--- config.mk ---
export PLATFORM = sky130hd
export DESIGN_NAME = low_voltage_reset_and_flags
export DESIGN_NICKNAME = d
export VERILOG_FILES = /design/src/shared/lvr_pkg.sv /design/src/core/low_voltage_reset_and_flags.sv
export SDC_FILE = /design/constraint.sdc
export NUM_CORES = 1
export LEC_CHECK = 0
export ABC_AREA = 1
export BUFFER_PORTS_ARGS = -buffer_cell sky130_fd_sc_hd__clkbuf_2
export CAP_MARGIN = 5
export CORE_ASPECT_RATIO = 1.5
export CORE_MARGIN = 2
export CORE_UTILIZATION = 30
export CTS_BUF_LIST = sky130_fd_sc_hd__clkbuf_8
export CTS_CLUSTER_DIAMETER = 80
export DETAILED_ROUTE_END_ITERATION = 12
export GPL_ROUTABILITY_DRIVEN = 0
export HOLD_SLACK_MARGIN = 0.12
export SYNTH_ARGS = -nofsm -noshare
export SYNTH_HDL_FRONTEND = slang
export SYNTH_SLANG_ARGS = --single-unit
export TNS_END_PERCENT = 100
--- constraint.sdc ---
create_clock -name mclk -period 7.45 [get_ports mclk]
set_input_delay 0.3725 -clock mclk [delete_from_list [all_inputs] [get_ports mclk]]
set_output_delay 0.3725 -clock mclk [all_outputs]
set_load 0.01 [all_outputs]
--- src/shared/lvr_pkg.sv ---
// Package: register map, field layout, reset values and timing for the reset-source block
package lvr_pkg;
    // Register byte offsets (one aligned 32-bit word each)
    localparam logic [11:0] OFF_CAUSE_FLAGS   = 12'h000;
    localparam logic [11:0] OFF_THRESHOLD     = 12'h004;
    localparam logic [11:0] OFF_FILTER_TIME   = 12'h008;
    localparam logic [11:0] OFF_RESET_FUNC    = 12'h00c;
    localparam logic [11:0] OFF_PROG_CTRL_ONE = 12'h010;
    localparam logic [11:0] OFF_CPU_STATUS    = 12'h014;
    localparam logic [11:0] OFF_IRQ_STATUS    = 12'h018;
    localparam logic [11:0] OFF_IRQ_MASK      = 12'h01c;
    localparam logic [11:0] OFF_LIVE_STATE    = 12'h020;

    // Threshold select codes
    localparam logic [7:0] THR_1V70    = 8'h66;
    localparam logic [7:0] THR_1V90    = 8'h55;
    localparam logic [7:0] THR_2V55    = 8'h33;
    localparam logic [7:0] THR_3V15    = 8'h99;
    localparam logic [7:0] THR_3V80    = 8'haa;
    localparam logic [7:0] THR_DISABLE = 8'hf0;
    localparam logic [7:0] THR_POR     = 8'h66;

    // Reset function control codes
    localparam logic [7:0] RSTCTL_IO_PIN    = 8'h55;
    localparam logic [7:0] RSTCTL_RESET_PIN = 8'haa;
    localparam logic [7:0] RSTCTL_POR       = 8'h55;

    // Filter time select and slow-oscillator edge counts
    localparam logic [1:0] FILTER_POR  = 2'h1;
    localparam logic [7:0] FILTER_N_00 = 8'h08;
    localparam logic [7:0] FILTER_N_01 = 8'h20;
    localparam logic [7:0] FILTER_N_10 = 8'h40;
    localparam logic [7:0] FILTER_N_11 = 8'h80;

    // Programming control value that resets the whole device
    localparam logic [7:0] PROG_RESET_KEY = 8'h55;

    // Cause flag bit positions and interrupt event count
    localparam int FLAG_WDT_REG = 0;
    localparam int FLAG_THR_REG = 1;
    localparam int FLAG_LVR     = 2;
    localparam int FLAG_RSTCTL  = 3;
    localparam int NUM_EVENTS   = 6;

    // Timing: clock and software-reset delay
    localparam int CLK_PERIOD_NS       = 40;
    localparam int SOFT_RESET_DELAY_NS = 16000;
    localparam int SOFT_RESET_CYCLES   =
        (SOFT_RESET_DELAY_NS + CLK_PERIOD_NS - 1) / CLK_PERIOD_NS;

    // Sticky reset cause flags, bit 3 down to bit 0
    typedef struct packed {
        logic rstctl;
        logic lvr;
        logic thr_reg;
        logic wdt_reg;
    } cause_flags_t;
endpackage : lvr_pkg

--- src/core/low_voltage_reset_and_flags.sv ---
// Low-voltage reset, reset-cause flags, self-checking control codes and APB registers
//
// The address map and the APB interface to the registers were decided locally.
`timescale 1ns/1ps
`default_nettype none
module low_voltage_reset_and_flags
(
    input  wire logic        mclk,
    input  wire logic        rst,
    input  wire logic        psel,
    input  wire logic        penable,
    input  wire logic        pwrite,
    input  wire logic [11:0] paddr,
    input  wire logic [31:0] pwdata,
    output logic      [31:0] prdata,
    output logic             pready,
    output logic             pslverr,
    input  wire logic        supply_low_raw,
    input  wire logic        slow_osc_raw,
    input  wire logic        low_power_mode,
    input  wire logic        wdt_timeout,
    input  wire logic        wdt_reg_reset_req,
    output logic      [7:0]  threshold_code,
    output logic             lvr_enable,
    output logic             reset_pin_select,
    output logic             device_reset,
    output logic             pc_sp_clear,
    output logic             timeout_status_flag,
    output logic             power_down_flag,
    output logic             irq
);
    import lvr_pkg::*;

    logic                  low_meta_ff;
    logic                  low_sync_ff;
    logic                  osc_meta_ff;
    logic                  osc_sync_ff;
    logic                  osc_prev_ff;
    logic [7:0]            filter_cnt_ff;
    logic [1:0]            filter_time_code_ff;
    logic [7:0]            rstctl_ff;
    logic [7:0]            prog_ctrl_ff;
    logic                  iap_req_ff;
    logic [15:0]           soft_cnt_ff;
    cause_flags_t          cause_ff;
    logic                  lvr_active_ff;
    logic [NUM_EVENTS-1:0] irq_status_ff;
    logic [NUM_EVENTS-1:0] irq_mask_ff;
    logic                  slow_edge;
    logic                  lvr_active;
    logic [7:0]            filter_target;
    logic                  accept;
    logic                  thr_invalid;
    logic                  rstctl_invalid;
    logic                  lvr_trip;
    logic                  soft_trip;
    logic                  wdt_run_trip;
    logic                  wdt_sleep_hit;
    logic                  restore_trip;
    logic                  nxt_device_reset;
    logic                  wr_access;
    logic                  rd_setup;
    logic [NUM_EVENTS-1:0] events;

    // Known threshold code or disable code; everything else is corrupt
    function automatic logic code_known(input logic [7:0] code);
        return (code == THR_1V70) || (code == THR_1V90) || (code == THR_2V55) ||
               (code == THR_3V15) || (code == THR_3V80) || (code == THR_DISABLE);
    endfunction : code_known

    // Word offset lies inside the register map
    function automatic logic addr_mapped(input logic [11:0] addr);
        return (addr[11:2] <= OFF_LIVE_STATE[11:2]);
    endfunction : addr_mapped

    // Edge count for each filter time code
    function automatic logic [7:0] filter_edges(input logic [1:0] code);
        unique case (code)
            2'h0: return FILTER_N_00;
            2'h1: return FILTER_N_01;
            2'h2: return FILTER_N_10;
            2'h3: return FILTER_N_11;
        endcase
    endfunction : filter_edges

    // Asynchronous comparator and oscillator pins, two flip-flops each
    always_ff @(posedge mclk or posedge rst)
    begin
        if (rst)
        begin
            low_meta_ff <= 1'b0;
            low_sync_ff <= 1'b0;
            osc_meta_ff <= 1'b0;
            osc_sync_ff <= 1'b0;
            osc_prev_ff <= 1'b0;
        end
        else
        begin
            low_meta_ff <= supply_low_raw;
            low_sync_ff <= low_meta_ff;
            osc_meta_ff <= slow_osc_raw;
            osc_sync_ff <= osc_meta_ff;
            osc_prev_ff <= osc_sync_ff;
        end
    end

    // Trip conditions; a reset in progress blocks new ones for a cycle
    always_comb
    begin
        slow_edge      = osc_sync_ff & ~osc_prev_ff;
        accept         = ~device_reset;
        thr_invalid    = ~code_known(threshold_code);
        rstctl_invalid = (rstctl_ff != RSTCTL_IO_PIN) &&
                         (rstctl_ff != RSTCTL_RESET_PIN);
        lvr_active     = code_known(threshold_code) && (threshold_code != THR_DISABLE) &&
                         ~low_power_mode;
        filter_target  = filter_edges(filter_time_code_ff);
        lvr_trip       = accept & lvr_active & low_sync_ff &
                         (filter_cnt_ff == filter_target);
        soft_trip      = accept & (thr_invalid | rstctl_invalid) &
                         (soft_cnt_ff == 16'(SOFT_RESET_CYCLES - 1));
        wdt_run_trip   = accept & wdt_timeout & ~low_power_mode;
        wdt_sleep_hit  = accept & wdt_timeout & low_power_mode;
        restore_trip   = soft_trip | wdt_run_trip | (accept & iap_req_ff) |
                         (accept & wdt_reg_reset_req);
        nxt_device_reset = lvr_trip | restore_trip;
        wr_access      = psel & penable & pready & pwrite;
        rd_setup       = psel & ~penable & ~pwrite;
    end

    // Filter counter: stays at zero unless low is seen while enabled;
    // a shorter filter code chosen mid-count clamps it, so the trip still comes
    always_ff @(posedge mclk or posedge rst)
    begin
        if (rst)
            filter_cnt_ff <= 8'h00;
        else if (device_reset || !lvr_active || !low_sync_ff)
            filter_cnt_ff <= 8'h00;
        else if (filter_cnt_ff > filter_target)
            filter_cnt_ff <= filter_target;
        else if (slow_edge && filter_cnt_ff < filter_target)
            filter_cnt_ff <= filter_cnt_ff + 8'h01;
    end

    // Soft-reset delay runs while either control code is corrupt
    always_ff @(posedge mclk or posedge rst)
    begin
        if (rst)
            soft_cnt_ff <= 16'h0000;
        else if (device_reset || !(thr_invalid || rstctl_invalid))
            soft_cnt_ff <= 16'h0000;
        else if (soft_cnt_ff != 16'(SOFT_RESET_CYCLES - 1))
            soft_cnt_ff <= soft_cnt_ff + 16'h0001;
    end

    // Threshold select: a low-voltage reset alone leaves it untouched
    always_ff @(posedge mclk or posedge rst)
    begin
        if (rst)
            threshold_code <= THR_POR;
        else if (restore_trip)
            threshold_code <= THR_POR;
        else if (wr_access && paddr[11:2] == OFF_THRESHOLD[11:2])
            threshold_code <= pwdata[7:0];
    end

    // Filter time select, reset function control, programming control
    always_ff @(posedge mclk or posedge rst)
    begin
        if (rst)
        begin
            filter_time_code_ff <= FILTER_POR;
            rstctl_ff           <= RSTCTL_POR;
            prog_ctrl_ff        <= 8'h00;
            iap_req_ff          <= 1'b0;
        end
        else
        begin
            iap_req_ff <= wr_access && (paddr[11:2] == OFF_PROG_CTRL_ONE[11:2]) &&
                          (pwdata[7:0] == PROG_RESET_KEY);
            if (nxt_device_reset)
            begin
                rstctl_ff    <= RSTCTL_POR;
                prog_ctrl_ff <= 8'h00;
            end
            else if (wr_access)
            begin
                if (paddr[11:2] == OFF_FILTER_TIME[11:2])
                    filter_time_code_ff <= pwdata[1:0];
                if (paddr[11:2] == OFF_RESET_FUNC[11:2])
                    rstctl_ff <= pwdata[7:0];
                if (paddr[11:2] == OFF_PROG_CTRL_ONE[11:2])
                    prog_ctrl_ff <= pwdata[7:0];
            end
        end
    end

    // Sticky cause flags survive device resets; hardware set wins over write
    always_ff @(posedge mclk or posedge rst)
    begin
        if (rst)
            cause_ff <= '0;
        else
        begin
            if (wr_access && paddr[11:2] == OFF_CAUSE_FLAGS[11:2])
                cause_ff <= pwdata[3:0];
            if (soft_trip && rstctl_invalid)
                cause_ff.rstctl <= 1'b1;
            if (lvr_trip)
                cause_ff.lvr <= 1'b1;
            if (soft_trip && thr_invalid)
                cause_ff.thr_reg <= 1'b1;
            if (accept && wdt_reg_reset_req)
                cause_ff.wdt_reg <= 1'b1;
        end
    end

    // Time-out and power-down flags, writable by software, set wins
    always_ff @(posedge mclk or posedge rst)
    begin
        if (rst)
        begin
            timeout_status_flag <= 1'b0;
            power_down_flag     <= 1'b0;
        end
        else
        begin
            if (wr_access && paddr[11:2] == OFF_CPU_STATUS[11:2])
            begin
                timeout_status_flag <= pwdata[0];
                power_down_flag     <= pwdata[1];
            end
            if (wdt_run_trip || wdt_sleep_hit)
                timeout_status_flag <= 1'b1;
            if (wdt_sleep_hit)
                power_down_flag <= 1'b1;
        end
    end

    // Reset pulses and pin-facing levels, all registered
    always_ff @(posedge mclk or posedge rst)
    begin
        if (rst)
        begin
            device_reset     <= 1'b0;
            pc_sp_clear      <= 1'b0;
            lvr_active_ff    <= 1'b0;
            reset_pin_select <= 1'b0;
            lvr_enable       <= 1'b0;
        end
        else
        begin
            device_reset     <= nxt_device_reset;
            pc_sp_clear      <= wdt_sleep_hit;
            lvr_active_ff    <= lvr_active;
            reset_pin_select <= (rstctl_ff == RSTCTL_RESET_PIN);
            lvr_enable       <= lvr_active;
        end
    end

    // Interrupt events: one per kind of reset except the watchdog register request, plus the low-power time-out
    assign events = {wdt_sleep_hit, wdt_run_trip, accept & iap_req_ff,
                     soft_trip & rstctl_invalid, soft_trip & thr_invalid, lvr_trip};

    // Write-one-to-clear status; an event in the clearing cycle is kept
    genvar gi;
    generate
        for (gi = 0; gi < NUM_EVENTS; gi++)
        begin : g_irq_bit
            always_ff @(posedge mclk or posedge rst)
            begin
                if (rst)
                    irq_status_ff[gi] <= 1'b0;
                else if (events[gi])
                    irq_status_ff[gi] <= 1'b1;
                else if (wr_access && paddr[11:2] == OFF_IRQ_STATUS[11:2] && pwdata[gi])
                    irq_status_ff[gi] <= 1'b0;
            end
        end
    endgenerate

    // Mask and interrupt line; one cycle behind the status bits
    always_ff @(posedge mclk or posedge rst)
    begin
        if (rst)
        begin
            irq_mask_ff <= '0;
            irq         <= 1'b0;
        end
        else
        begin
            if (wr_access && paddr[11:2] == OFF_IRQ_MASK[11:2])
                irq_mask_ff <= pwdata[NUM_EVENTS-1:0];
            irq <= |(irq_status_ff & irq_mask_ff);
        end
    end

    // APB answer: data latched in setup, pready high in the first access cycle
    always_ff @(posedge mclk or posedge rst)
    begin
        if (rst)
        begin
            prdata  <= 32'h0000_0000;
            pready  <= 1'b0;
            pslverr <= 1'b0;
        end
        else
        begin
            pready  <= psel & ~penable;
            pslverr <= psel & ~penable & ~addr_mapped(paddr);
            if (rd_setup)
            begin
                prdata <= 32'h0000_0000;
                unique case (paddr[11:2])
                    OFF_CAUSE_FLAGS[11:2]:   prdata[3:0] <= cause_ff;
                    OFF_THRESHOLD[11:2]:     prdata[7:0] <= threshold_code;
                    OFF_FILTER_TIME[11:2]:   prdata[1:0] <= filter_time_code_ff;
                    OFF_RESET_FUNC[11:2]:    prdata[7:0] <= rstctl_ff;
                    OFF_PROG_CTRL_ONE[11:2]: prdata[7:0] <= prog_ctrl_ff;
                    OFF_CPU_STATUS[11:2]:    prdata[1:0] <= {power_down_flag,
                                                             timeout_status_flag};
                    OFF_IRQ_STATUS[11:2]:    prdata[NUM_EVENTS-1:0] <= irq_status_ff;
                    OFF_IRQ_MASK[11:2]:      prdata[NUM_EVENTS-1:0] <= irq_mask_ff;
                    OFF_LIVE_STATE[11:2]:    prdata[9:0] <= {filter_cnt_ff,
                                                             low_sync_ff, lvr_active_ff};
                    default:                 prdata <= 32'h0000_0000;
                endcase
            end
        end
    end
endmodule : low_voltage_reset_and_flags
`default_nettype wire

# After elaboration in Yosys (flattened, before gate mapping)
# Index checks and enable logic that the tools add are counted.
[classes]
add_sub_neg = 2
magnitude_cmp = 3
eq_ne = 25
muxes = 40
bitwise = 33
n_reduce_logical = 57
[op_table]
columns = ["operator", "n"]
rows = [
  ["$mux W8", 11],
  ["$eq A10 B3 Y1 const B", 4],
  ["$reduce_bool A2 Y1", 17],
  ["$eq A8 B8 Y1 const B", 4],
  ["$mux W16", 2],
  ["$pmux W8 S4", 1],
  ["$eq A8 B7 Y1 const B", 3],
  ["$eq A10 B2 Y1 const B", 2],
  ["$logic_and A1 B1 Y1", 20],
  ["$mux W1", 20],
  ["$and A1 B1 Y1", 19],
  ["$pmux W2 S9", 1],
  ["$add A16 B1 Y16 const B", 1],
  ["$eq A16 B9 Y1 const B", 1],
  ["$ne A16 B9 Y1 const B", 1],
  ["$ne A8 B8 Y1 const B", 2],
  ["$pmux W2 S7", 1],
  ["$pmux W2 S6", 1],
  ["$eq A10 B1 Y1 const B", 1],
  ["$eq A10 B4 Y1 const B", 1],
  ["$le A10 B4 Y1 const B", 1],
  ["$logic_not A10 Y1", 1],
  ["$logic_or A1 B1 Y1", 10],
  ["$add A8 B1 Y8 const B", 1],
  ["19 further kinds", 34],
]
[totals]
ff_bits = 91
input_bits = 54
out_inout_bits = 49
word_cells = 193

# Longest topological paths before layout
[depth]
depth_word = 16
ltp_mapped = 14
depth_no_buf = 14

# Least setup slack after synthesis
# No wires, ideal clock.
[synth_timing]
kind = "reg-to-reg"
startpoint = "register filter_time_code_ff[0]"
endpoint = "register filter_cnt_ff[5]"
setup_ns = 0.116
arrival_time_ns = 1.801
t_required_ns = 7.334
slack_ns = 5.532
stages_incl_launch_ff = 14
n_path_buf = 0
synth_period_minus_slack_ns = 1.918
path_cell_list = "dfstp_2 > nand2_1 > ha_1 > nand2_1 > nor2_1 > nand2_1 > nand2_1 > inv_1 > nor2_1 > inv_1 > nand2_2 > nor2_1 > nand2_1 > nand2_1"
[synth_between]
elab_chain_cells = 5
word_cells_on_any_way = 11
cone_classes = "order compare: 2; eq/ne: 3; mux: 3; reduce/logical: 3"
[synth_lines]
columns = ["element", "line_no", "text"]
rows = [
  ["from (decl)", "low_voltage_reset_and_flags.sv:40", "logic [1:0] filter_time_code_ff;"],
  ["from (signal assigned)", "low_voltage_reset_and_flags.sv:189", "filter_time_code_ff <= pwdata[1:0];"],
  ["$eq A2 B2 Y1 (tied with other cells)", "low_voltage_reset_and_flags.sv:78", "unique case (code)"],
  ["$pmux W8 S4 *", "low_voltage_reset_and_flags.sv:78", ""],
  ["$gt A8 B8 Y1 / $lt A8 B8 Y1 (equally long branches)", "low_voltage_reset_and_flags.sv:139, low_voltage_reset_and_flags.sv:141", ""],
  ["$mux W8 / $logic_and A1 B1 Y1 (equally long branches)", "low_voltage_reset_and_flags.sv:139, low_voltage_reset_and_flags.sv:141", ""],
  ["$mux W8 / $reduce_bool A3 Y1 (equally long branches)", "-", ""],
  ["to (signal assigned)", "low_voltage_reset_and_flags.sv:140", "filter_cnt_ff <= filter_target;"],
  ["to (signal assigned)", "low_voltage_reset_and_flags.sv:142", "filter_cnt_ff <= filter_cnt_ff + 8'h01;"],
  ["to (decl)", "low_voltage_reset_and_flags.sv:39", "logic [7:0] filter_cnt_ff;"],
]
# Mark *: on every way between the ends. The rest lies on a longest branch, timed or not. The select of a mux whose other input is x is not followed.
# A chain may end at the register's enable or synchronous reset.

# Final worst setup path
[layout_timing]
startpoint = "register filter_time_code_ff[0]"
endpoint = "register prog_ctrl_ff[3]"
[layout_between]
elab_chain_cells = 7
word_cells_on_any_way = 12
cone_classes = "eq/ne: 4; mux: 2; bitwise: 2; reduce/logical: 4"
[layout_lines]
columns = ["element", "line_no", "text"]
rows = [
  ["$eq A2 B2 Y1 (tied with other cells)", "low_voltage_reset_and_flags.sv:78", ""],
  ["$pmux W8 S4 *", "low_voltage_reset_and_flags.sv:78", ""],
  ["$eq A8 B8 Y1 *", "low_voltage_reset_and_flags.sv:119", "(filter_cnt_ff == filter_target);"],
  ["$and A1 B1 Y1 *", "low_voltage_reset_and_flags.sv:118", "lvr_trip = accept & lvr_active & low_sync_ff &"],
  ["$or A1 B1 Y1 *", "low_voltage_reset_and_flags.sv:126", "nxt_device_reset = lvr_trip | restore_trip;"],
  ["$reduce_bool A2 Y1 (no line)", "-", ""],
  ["$reduce_and A2 Y1 (no line)", "-", ""],
  ["to (signal assigned)", "low_voltage_reset_and_flags.sv:193", "prog_ctrl_ff <= pwdata[7:0];"],
  ["to (decl)", "low_voltage_reset_and_flags.sv:42", "logic [7:0] prog_ctrl_ff;"],
]
# Marks and branches as above.

==> flow_summary.json <==
{
  "netlist_instances": 659,
  "hpwlAfterDp_mm": 10.7,
  "slew_headroom_pct": 49.8,
  "worst_slew_pin_slew_ps": 753,
  "mappedNetlistArea_um2": 5090,
  "wl_met2_mm": 7.07,
  "grt_pass1_wl_mm": 21.2,
  "fin_worst_hold_slack_ps": 218,
  "clock-sinks": 91,
  "grt_pass1_vias": 4077,
  "worstSetupStartpointType": "flop",
  "maxUsedRoutingLayer": "met4",
  "core.rowCount": 58,
  "cts_buffers": 9,
  "tritoncts": "built",
  "netlist_top_cells_count": "nand2_1, inv_1, dfrtp_1, nor2_1, o21ai_0",
  "min_path_type": "input port to flop",
  "yosysWarnings": 0,
  "antenna_cells": 0,
  "synth_top_area_share_pct": 40.3,
  "ir_worst_vdd_v": 0.000103,
  "max-clock-path-buffers": 2,
  "power.total_w": 0.000947,
  "drtIter0Drc": 211,
  "finalNetCount": 783,
  "cts-root-buf": "clkbuf_8",
  "avgViaCountPerCell": 4.67,
  "synth_edf_count": 0,
  "status": "finished, final reports clean",
  "grt_max_degree": 59,
  "syn_avg_cell_area_um2": 7.72,
  "synthAdderAreaFrac_pct": 1.72,
  "fill_cells": 1809,
  "die_height_um": 164,
  "synth-simple-area-share_pct": 30.8,
  "synth-compound-area-share_pct": 10.6,
  "fin_crit_sh_pct": 32.0,
  "first_pass_iters": 5,
  "setup_viol": 0,
  "ys_ff_latch": 91,
  "fin_worst_skew_ps": 11.5,
  "max_cap_violations": 0,
  "rsz0062_at_grt": "no",
  "clk_latency_ps": 370,
  "start_util_pct": 30.5,
  "wl_met1_mm": 5.47,
  "h-tree-depth": 3,
  "io_buffers": 54,
  "core-area_um2": 16700,
  "wl_met3_um": 626,
  "cp_max_fo": 12,
  "slew_violations": 0,
  "drive_gt1_share_pct": 16.4,
  "async_flop_share_pct": 100,
  "hold_violations": 0,
  "critPathKind": "flop to flop",
  "drt_drc_violations_left": 0,
  "design_area_um2": 5770,
  "synth_flop_cell": "dfrtp_1",
  "die_area_um2": 18000,
  "ys_seq_area_share_pct": 45.0,
  "synth.distinct_cells": 42,
  "max_freq_mhz": 419,
  "arrival_ps": 2690,
  "gr-usage-all-layers_pct": 15.5,
  "area_delta_synth_final_pct": 13.3,
  "required_ps": 7760,
  "leakagePower_nw": 2.76,
  "final.setup.tns_ps": 0,
  "yosysMostFrequentCell": "nand2_1",
  "ys_top_cells_by_area": "dfrtp_1, nand2_1, inv_1",
  "muxShareOfSynthArea_pct": 0,
  "vias": 4372,
  "grt-ovfl-total": 0,
  "routed_wl_mm": 13.6,
  "cts_setup_buffers": 0,
  "endpoint_kind": "flop",
  "ios": 103,
  "p_per_area_nw_per_um2": 164,
  "clk_pin_slew_ps": 90,
  "reg2reg_slack_ps": 5070,
  "die_w_um": 110,
  "period_needed_ps": 2380,
  "synth_top_family_by_area": "simple AND/OR/NAND/NOR gates",
  "placed_area_um2": 5520,
  "antenna_left": 0,
  "synth_top_area_cell": "dfrtp_1",
  "synth-xor-area-share_pct": 0.861,
  "antenna_found_initial": 0,
  "wl_per_cell_um": 14.6
}
## routing by layer
layer  track usage, %  vias up
li1                 -     2197
met1             17.8     2000
met2             27.7      143
met3             2.51       32
met4             6.88        0
met5                0        -
## through the flow
stage	instances	utilization [%]	setup slack, ps
after floorplan	680	-	4730
after global placement	918	33.1	5100
after detailed placement	918	33.1	5090
after CTS	937	34.6	5060
after global routing	937	34.6	4920
final	937	34.6	5070
## placed cells by master (no fill, tap or decap), types with 7 or more instances in the layout
cell      synthesis  routed
nor3_1           13      13
dfstp_2           9       9
clkbuf_8          0      10
o21ai_0          35      35
conb_1            1      22
a21oi_1          29      29
ha_1              7       7
nor2_4           10      10
clkbuf_2          0      54
nand3_1          22      22
o22ai_1          14      14
nand2_1         187     187
dfrtp_1          82      82
nand4_1          15      15
nor2_1           56      56
inv_1            92      93
## path summary, 6_finish.rpt
| check | end | start | depth (start not counted) |
|---|---|---|---|
| min in group asynchronous | iap_req_ff$_DFF_PP0_ | rst | 3 |
| max | prog_ctrl_ff[3]$_DFFE_PP0P_ | filter_time_code_ff[0]$_DFFE_PP1P_ | 12 |
| max in group asynchronous | prdata[4]$_DFFE_PP0P_ | rst | 4 |
| min | lvr_active_ff$_DFF_PP0_ | low_power_mode | 2 |
| max reg2reg | prog_ctrl_ff[3]$_DFFE_PP0P_ | filter_time_code_ff[0]$_DFFE_PP1P_ | 12 |
| min reg2reg | low_sync_ff$_DFF_PP0_ | low_meta_ff$_DFF_PP0_ | 0 |
## registers in the layout (all words and copies together), names as in the netlist, 2 cells and up
name,flops
soft_cnt_ff,16
prdata,10
filter_cnt_ff,8
prog_ctrl_ff,8
rstctl_ff,8
threshold_code,8
irq_mask_ff,6
irq_status_ff,6
cause_ff,4
filter_time_code_ff,2
## cells by family (layout without fill, tap and decap cells)
family	after synthesis	in the layout
xor+xnor	5	5
fa+ha+maj	7	7
flops	91	91
other cells	1	22
simple gates	335	335
buf+inv	124	171
compound gates	96	96
## critical path, cell delays in order, from the launching register on
cell and delay [ps]:
dfstp_2 580, inv_1 90, nand2_1 110, ha_1 230, nand2_1 80, nor2_1 50
nand3_1 60, inv_1 80, nand4_2 140, nand3_2 370, nor2_1 360, nand2_1 90
nand2_1 70
## where the power goes
| part | internal, W | switching (W) | leakage (nW) |
|---|---|---|---|
| clock | 0.000196 | 0.000179 | 0.111 |
| combinational | 0.0000170 | 0.0000532 | 1.49 |
| sequential | 0.000498 | 0.00000366 | 1.17 |
| total | 0.000711 | 0.000235 | 2.76 |
## final cells by class
class                      instances  area [um2]  share of cell area (%)
multi-input combinational        465        2320                    40.2
timing repair buffer              58         308                    5.34
clock buffer                      10         138                    2.39
clock inverter                     6        82.6                    1.43
inverter                          97         367                    6.36
tap                              210         263                    4.56
sequential                        91        2290                    39.7
## what timing repair did
action | 4_1_cts | 5_1_grt
endpoints found under the hold margin | 29 | 0
hold buffers | 3 | 0
gates resized for setup | 0 | 0
(Power assumes the default switching activity.)
